### config.mk
export PLATFORM = sky130hd
export DESIGN_NAME = opsel_top
export DESIGN_NICKNAME = d
export VERILOG_FILES = /design/src/rtl/opsel_pkg.sv /design/src/rtl/opsel_cmp.sv /design/src/rtl/opsel_timer.sv /design/src/rtl/opsel_top.sv
export VERILOG_INCLUDE_DIRS = /design/src /design/src/rtl
export SDC_FILE = /design/constraint.sdc
export NUM_CORES = 1
export LEC_CHECK = 0
export ABC_AREA = 1
export BUFFER_PORTS_ARGS = -buffer_cell sky130_fd_sc_hd__buf_2
export CORE_AREA = 4 4 124 126
export DETAILED_ROUTE_END_ITERATION = 16
export DIE_AREA = 0 0 128 130
export PLACE_DENSITY = 0.43
export SLEW_MARGIN = 10
export SYNTH_ARGS = -nofsm -noshare
export SYNTH_HDL_FRONTEND = slang
export SYNTH_SLANG_ARGS = --single-unit
### constraint.sdc
create_clock -name mclk -period 2.8 [get_ports mclk]
set_clock_uncertainty 0.05 [all_clocks]
set_input_delay 0.28 -clock mclk [delete_from_list [all_inputs] [get_ports mclk]]
set_output_delay 0.28 -clock mclk [all_outputs]
set_load 0.01 [all_outputs]
### src/rtl/opsel_params.svh
// Constants for the optical path protection selector
`ifndef OPSEL_PARAMS_SVH
`define OPSEL_PARAMS_SVH
// Power readout width in bits
`define OPSEL_PWR_W 12
// Readout code for 2.0 V, the 0 dBm point, at 1 mV per code
`define OPSEL_CODE_0DBM 12'h7d0
// Revert hold time in ms and the cycles it takes at 25 MHz
`define OPSEL_REVERT_MS 1000
`define OPSEL_CLK_HZ 25000000
`define OPSEL_REVERT_CYC ((`OPSEL_CLK_HZ / 1000) * `OPSEL_REVERT_MS)
// Selector position codes
`define OPSEL_POS_AUTO 2'h0
`define OPSEL_POS_LEFT 2'h1
`define OPSEL_POS_RIGHT 2'h2
`endif

### src/rtl/opsel_pkg.sv
// Types for the optical path protection selector
package opsel_pkg;
   // Tri-colour lamp drive, one-hot
   typedef struct packed {
      logic red;
      logic yellow;
      logic green;
   } opsel_lamp_s;
   // Path selection state
   typedef enum logic [1:0] {
      OPSEL_ON_MAIN = 2'b01,
      OPSEL_ON_BACKUP = 2'b10
   } opsel_path_e;
endpackage : opsel_pkg

### src/rtl/opsel_cmp.sv
// Threshold comparator for one input detector
`timescale 1ns/100ps
`include "opsel_params.svh"
module opsel_cmp #(
   parameter int PWR_W = `OPSEL_PWR_W
) (
   // Clock and reset
   input wire logic mclk,
   input wire logic nrst,
   // Levels
   input wire logic [PWR_W-1:0] level,
   input wire logic [PWR_W-1:0] thresh,
   // Result
   output logic above_reg
);
   // Strictly above the threshold
   wire logic above_next = level > thresh;
   always_ff @(posedge mclk) begin
      if (!nrst) above_reg <= 1'b0;
      else above_reg <= above_next;
   end
endmodule : opsel_cmp

### src/rtl/opsel_timer.sv
// Revert hold timer
`timescale 1ns/100ps
`include "opsel_params.svh"
module opsel_timer #(
   parameter int HOLD_CYC = `OPSEL_REVERT_CYC
) (
   // Clock and reset
   input wire logic mclk,
   input wire logic nrst,
   // Condition to time
   input wire logic run,
   // Expiry level
   output logic done_reg
);
   localparam int CW = $clog2(HOLD_CYC + 1);
   // Refuse a hold time the counter cannot serve
   if (HOLD_CYC < 1) begin : g_bad_hold
      $error("HOLD_CYC must be at least 1");
   end
   logic [CW-1:0] cnt_reg;
   wire logic at_end = cnt_reg == CW'(HOLD_CYC);
   always_ff @(posedge mclk) begin
      if (!nrst || !run) begin
         cnt_reg <= '0;
         done_reg <= 1'b0;
      end else if (!at_end) begin
         cnt_reg <= cnt_reg + CW'(1);
         done_reg <= 1'b0;
      end else begin
         done_reg <= 1'b1;
      end
   end
endmodule : opsel_timer

### src/rtl/opsel_top.sv
// Optical path protection selector control logic
`timescale 1ns/100ps
`include "opsel_params.svh"
module opsel_top #(
   parameter int PWR_W = `OPSEL_PWR_W,
   parameter int REVERT_CYC = `OPSEL_REVERT_CYC
) (
   // Clock and reset
   input wire logic mclk,
   input wire logic nrst,
   // Directional input detectors, 1 mV per code
   input wire logic [PWR_W-1:0] main_path_pwr,
   input wire logic [PWR_W-1:0] backup_path_pwr,
   // Threshold set point and its valid flag
   input wire logic [PWR_W-1:0] thresh_set,
   input wire logic thresh_adjusted,
   // Selector position
   input wire logic [1:0] sel_pos,
   // Fault inputs
   input wire logic switch_fail,
   input wire logic temp_alarm,
   // Optical switch drive, high selects backup
   output logic path_backup_reg,
   // Status and input lamps
   output opsel_pkg::opsel_lamp_s stat_lamp_reg,
   output opsel_pkg::opsel_lamp_s main_lamp_reg,
   output opsel_pkg::opsel_lamp_s backup_lamp_reg,
   // Position lamps
   output logic auto_lamp_reg,
   output logic main_pos_lamp_reg,
   output logic backup_pos_lamp_reg,
   // Monitor readouts
   output logic [PWR_W-1:0] main_mon_reg,
   output logic [PWR_W-1:0] backup_mon_reg,
   output logic [PWR_W-1:0] thresh_mon_reg
);
   // Refuse a readout too narrow for the default threshold code
   if (PWR_W < 12) begin : g_bad_width
      $error("PWR_W must be at least 12");
   end

   opsel_pkg::opsel_path_e path_reg;
   opsel_pkg::opsel_path_e path_next;
   logic main_ok;
   logic backup_ok;
   logic revert_done;

   wire logic [PWR_W-1:0] thresh = thresh_adjusted ? thresh_set : PWR_W'(`OPSEL_CODE_0DBM);

   opsel_cmp #(.PWR_W(PWR_W)) u_cmp_main (
      .mclk(mclk),
      .nrst(nrst),
      .level(main_path_pwr),
      .thresh(thresh),
      .above_reg(main_ok)
   );
   opsel_cmp #(.PWR_W(PWR_W)) u_cmp_backup (
      .mclk(mclk),
      .nrst(nrst),
      .level(backup_path_pwr),
      .thresh(thresh),
      .above_reg(backup_ok)
   );

   // Selector decode
   wire logic pos_auto = sel_pos == `OPSEL_POS_AUTO;
   wire logic pos_left = sel_pos == `OPSEL_POS_LEFT;
   wire logic pos_right = sel_pos == `OPSEL_POS_RIGHT;
   wire logic on_backup = path_reg == opsel_pkg::OPSEL_ON_BACKUP;

   // Time main good while on backup
   opsel_timer #(.HOLD_CYC(REVERT_CYC)) u_revert (
      .mclk(mclk),
      .nrst(nrst),
      .run(main_ok && on_backup && pos_auto),
      .done_reg(revert_done)
   );

   // Next path selection
   always_comb begin
      path_next = path_reg;
      if (pos_left) begin
         path_next = opsel_pkg::OPSEL_ON_MAIN;
      end else if (pos_right) begin
         path_next = opsel_pkg::OPSEL_ON_BACKUP;
      end else if (pos_auto) begin
         unique case (path_reg)
            opsel_pkg::OPSEL_ON_MAIN: begin
               // Switch when main bad and backup good; else stay
               if (!main_ok && backup_ok) path_next = opsel_pkg::OPSEL_ON_BACKUP;
            end
            opsel_pkg::OPSEL_ON_BACKUP: begin
               if (revert_done) path_next = opsel_pkg::OPSEL_ON_MAIN;
            end
            default: path_next = opsel_pkg::OPSEL_ON_MAIN;
         endcase
      end
   end

   // Path state
   always_ff @(posedge mclk) begin
      if (!nrst) path_reg <= opsel_pkg::OPSEL_ON_MAIN;
      else path_reg <= path_next;
   end

   wire logic stat_red = switch_fail || temp_alarm || (!main_ok && !backup_ok);
   wire opsel_pkg::opsel_lamp_s stat_next = '{red: stat_red,
      yellow: !stat_red && on_backup, green: !stat_red && !on_backup};
   wire opsel_pkg::opsel_lamp_s main_next = '{red: !main_ok, yellow: 1'b0, green: main_ok};
   wire opsel_pkg::opsel_lamp_s backup_next = '{red: !backup_ok, yellow: 1'b0, green: backup_ok};

   // Indicator and readout registers
   always_ff @(posedge mclk) begin
      if (!nrst) begin
         path_backup_reg <= 1'b0;
         stat_lamp_reg <= '0;
         main_lamp_reg <= '0;
         backup_lamp_reg <= '0;
         auto_lamp_reg <= 1'b0;
         main_pos_lamp_reg <= 1'b0;
         backup_pos_lamp_reg <= 1'b0;
         main_mon_reg <= '0;
         backup_mon_reg <= '0;
         thresh_mon_reg <= '0;
      end else begin
         path_backup_reg <= on_backup;
         stat_lamp_reg <= stat_next;
         main_lamp_reg <= main_next;
         backup_lamp_reg <= backup_next;
         auto_lamp_reg <= pos_auto;
         main_pos_lamp_reg <= !on_backup;
         backup_pos_lamp_reg <= on_backup;
         // Readouts in mV, 2000 means 0 dBm
         main_mon_reg <= main_path_pwr;
         backup_mon_reg <= backup_path_pwr;
         thresh_mon_reg <= thresh;
      end
   end
endmodule : opsel_top

==> results.md <==
| Group | Item | This run |
| --- | --- | --- |
| floorplan | Die outline height | 130 um |
| power | Combinational cell fraction of total power | 0.090 |
| global route | Vias in the first global route | 3,177 |
| setup path | Logic depth of the worst path, buffers included | 8 |
| timing | Final cycle utilization of the critical path | 0.600 |
| place | Number of buffers added on ports | 89 |
| power | Part of the total power dissipated in the clock network | 0.485 |
| routing | Aggregate routed wire length | 9130 um |
| setup path | Critical R2R Launch | u_revert.cnt_reg[0] |
| setup path | Critical Path Start | u_revert.cnt_reg[0] |
| routing | Initial DRT Pass Iterations | 7 |
| floorplan | Core region area | 0.0143 mm2 |
| routing | Violation count after the first detailed-routing iteration | 96 |
| place | Gpl congestion | 0.833 |
| floorplan | Starting density of the core | 0.244 |
| setup path | Arrival time reported for the critical path endpoint | 1.86 ns |
| global route | Pin count of the biggest net entering global routing | 29 |
| synthesis | Count of mapped cells out of synthesis | 477 |
| setup path | Largest fanout on the critical path | 5 |
| floorplan | Number of placement rows | 44 |
| floorplan | Die Width | 128 um |
| setup path | Type of the setup path with the least slack | reg2reg |
| clock network | Resized cells post-CTS | 0 |
| global route | Total global routing track utilization | 0.117 |
| setup path | Capture instance of the worst register-to-register path | u_revert.cnt_reg[22] |
| setup path | Endpoint class of the critical path | register |
| layout | Area Growth Syn to Fin | 27.6% |
| layout | Fin util | 0.312 |
| clock network | Hold buffers post-CTS | 0 |
| layout | Antenna cells | 0 |
| clock network | Clk_lat worst skew | 0.34 ns |
| clock network | Clock transition time at the flip-flop clock pins of the worst setup and hold paths | 0.06 ns |
| place | Post-detailed-placement half-perimeter wirelength | 7280 um |
| global route | Antenna violations before repair | 1 |
| layout | Post-route non-filler standard cell count | 758 |
| clock network | Number of buffers added for setup after CTS | 0 |
| floorplan | Floorplan die area | 0.0166 mm2 |
| clock network | Clock root buffer | sky130_fd_sc_hd__clkbuf_16 |
| setup path | Critical path's slowest cell | sky130_fd_sc_hd__dfxtp_1 |
| setup path | Cell class contributing the biggest share of worst-path delay | simple AND/OR/NAND/NOR gates |
| layout | Number of nets at the end of the flow | 636 |
| timing | Count of endpoints failing setup in the final report | 0 |
| hold path | Worst hold path type | in2reg |
| setup path | Required arrival time at the worst endpoint | 2.98 ns |
| timing | Final Slew Violations | 0 |
| timing | Setup repair after global routing missed its margin | false |
| setup path | CP dominant cell by count | sky130_fd_sc_hd__nand3_1 |
| clock network | CTS tree | done |
| setup path | Minimum setup slack among reg-to-reg paths | 1.12 ns |
| timing | Worst Slack Setup Final | 1.12 ns |
| floorplan | Count of pins on the block boundary | 92 |
| layout | Final Instance Area | 0.00446 mm2 |
| setup path | Worst r2r path cells | 8 |
| setup path | Longest individual stage delay on the worst path | 0.40 ns |
| clock network | Number of CTS-inserted buffers | 9 |
| global route | Grt total ovfl | 0 |
| global route | Global-route wire length before repair | 15,300 um |
| timing | Hold Worst Slack | 0.0908 ns |
| layout | Ratio of cells with drive above 1 in the final layout | 0.216 |
| synthesis | Most frequently used flop master after synthesis | sky130_fd_sc_hd__dfxtp_1 |
| power | Power per Cell Area | 597 mW/mm2 |
| synthesis | Sequential cell area fraction in the yosys report | 0.435 |
| clock network | Number of buffers on the longest clock path | 2 |
| flow run | Total of max-cap violations | 0 |
| setup path | Crit path buffers/inverters | 1 |
| power | Net load switching power | 0.598 mW |
| clock network | TritonCTS sink count | 76 |
| timing | Final setup TNS | 0 ns |
| routing | Post-DRT Antenna Nets | 0 |
| setup path | Critical path launch point type | register |
| routing | Vias post-DR | 3,157 |
| timing | Max frequency | 0.595 GHz |
| timing | Final Critical Period | 1.68 ns |
| synthesis | Yosys Warn Count | 0 |
| routing | Number of DRC violations after detailed routing | 0 |
| synthesis | Mean cell area of the mapped netlist | 7.34 um2 |
| power | Net Sw Frac | 0.224 |
| power | Cell-internal power | 2.07 mW |
| timing | Final hold violations | 0 |
| power | Sequential share of power | 0.426 |
| synthesis | Number of enable flip-flop cells after synthesis | 0 |
| place | Worst slack, placed | 0.923 ns |
| power | Maximum vdd drop | 219 uV |
| routing | Routed vias/inst | 4.16 |
| synthesis | Distinct cell type count of the synthesized netlist | 29 |
| synthesis | Number of synthesized register bits | 76 |
| place | Total placed instance area | 0.00413 mm2 |
| synthesis | Async set or reset register ratio after synthesis | 0 |
| run status | Run status | complete, no violations |
| routing | DR WL/cell | 12.0 um |
| power | Power, Total | 2.67 mW |
| setup path | Capture point of the worst path | u_revert.cnt_reg[22] |
| place | Dpl cells | 742 |
| power | Leakage power | 2.24 nW |
| setup path | Critical-path cell list | ha_1 > nand3_1 > nor2_2 > nand4_1 > inv_1 > nand3_1 > nand2_1 > nor2_1 |
| clock network | H-Tree Depth | 3 |
| layout | Largest register FFs | 25 |
| synthesis | Summed instance area of the synthesized netlist | 0.00350 mm2 |
[Yosys cell counts (3+ instances only)]
library cell | instances | area [um2]
sky130_fd_sc_hd__a21oi_1 | 23 | 115
sky130_fd_sc_hd__buf_2 | 3 | 15.0
sky130_fd_sc_hd__buf_4 | 3 | 22.5
sky130_fd_sc_hd__clkbuf_1 | 4 | 15.0
sky130_fd_sc_hd__dfxtp_1 | 76 | 1520
sky130_fd_sc_hd__ha_1 | 24 | 300
sky130_fd_sc_hd__inv_1 | 82 | 308
sky130_fd_sc_hd__inv_2 | 3 | 11.3
sky130_fd_sc_hd__nand2_1 | 101 | 379
sky130_fd_sc_hd__nand2_2 | 3 | 18.8
sky130_fd_sc_hd__nand3_1 | 22 | 110
sky130_fd_sc_hd__nand4_1 | 13 | 81.3
sky130_fd_sc_hd__nor2_1 | 75 | 282
sky130_fd_sc_hd__nor2_4 | 3 | 33.8
sky130_fd_sc_hd__nor3_1 | 8 | 40.0
sky130_fd_sc_hd__o21a_1 | 3 | 22.5
sky130_fd_sc_hd__o21ai_0 | 11 | 55.1
sky130_fd_sc_hd__xor2_1 | 5 | 43.8
[how the worst min path moves through the flow]
| stage | cells past startpoint | from | end | slack [ns] |
|---|---|---|---|---|
| floorplan | 1 | sel_pos[1] | auto_lamp_reg | 0.31 |
| global placement | 2 | path_reg[0] | path_reg[0] | 0.39 |
| detailed placement | 2 | path_reg[0] | path_reg[0] | 0.40 |
| CTS | 3 | main_path_pwr[0] | main_mon_reg[0] | 0.08 |
| global route | 3 | main_path_pwr[3] | main_mon_reg[3] | 0.09 |
| finish | 3 | main_path_pwr[0] | main_mon_reg[0] | 0.09 |
[layout make-up]
| cell class | instances | area (um2) |
|---|---|---|
| Clock buffer | 12 | 267 |
| Clock inverter | 4 | 70.1 |
| Fill cell | 1553 | 9850 |
| Inverter | 85 | 319 |
| Multi-Input combinational cell | 306 | 1600 |
| Sequential cell | 76 | 1520 |
| Tap cell | 184 | 230 |
| Timing Repair Buffer | 91 | 460 |
[per-layer routing]
| metal | wire (um) | track usage | share of wire | vias to the layer above |
|---|---|---|---|---|
| li1 | - | - | - | 1654 |
| met1 | 4020 | 0.139 | 0.44 | 1397 |
| met2 | 4180 | 0.186 | 0.46 | 82 |
| met3 | 552 | 0.0340 | 0.060 | 22 |
| met4 | 355 | 0.0737 | 0.039 | 2 |
| met5 | 19 | 0 | 0.0021 | - |
[kinds of logic (layout without fill, tap and decap cells)]
family	Yosys count	in the layout	share of synthesized area
compound gates	40	40	0.0615
xor+xnor	5	5	0.0125
simple gates	235	235	0.294
fa+ha+maj	24	24	0.0858
other cells	1	2	0.00107
buf+inv	96	192	0.110
flops	76	76	0.435
[placed cells by master, fill, tap and decap left out, types with 3 or more instances in the layout]
cell type,instances
sky130_fd_sc_hd__nand2_1,101
sky130_fd_sc_hd__buf_2,89
sky130_fd_sc_hd__inv_1,82
sky130_fd_sc_hd__dfxtp_1,76
sky130_fd_sc_hd__nor2_1,75
sky130_fd_sc_hd__ha_1,24
sky130_fd_sc_hd__a21oi_1,23
sky130_fd_sc_hd__nand3_1,22
sky130_fd_sc_hd__nand4_1,13
sky130_fd_sc_hd__o21ai_0,11
sky130_fd_sc_hd__clkbuf_16,9
sky130_fd_sc_hd__nor3_1,8
sky130_fd_sc_hd__xor2_1,5
sky130_fd_sc_hd__nand2_2,3
sky130_fd_sc_hd__inv_2,3
sky130_fd_sc_hd__nor2_4,3
sky130_fd_sc_hd__o21a_1,3
sky130_fd_sc_hd__clkbuf_8,3
[tightest hold or removal path, stage by stage]
cell and delay [ns]:
sky130_fd_sc_hd__buf_2 0.09, sky130_fd_sc_hd__nand2_1 0.04, sky130_fd_sc_hd__inv_1 0.04
[power groups by stage]
stage / Combinational, mW / Clock, mW / Sequential (mW)
detailed placement: 0.243 / 0 / 1.16
global route: 0.275 / 1.39 / 1.14
CTS: 0.244 / 1.34 / 1.14
global placement: 0.239 / 0 / 1.16
finish: 0.240 / 1.29 / 1.13
floorplan: 0.117 / 0 / 1.18
Power figures use the tool's default switching activity.
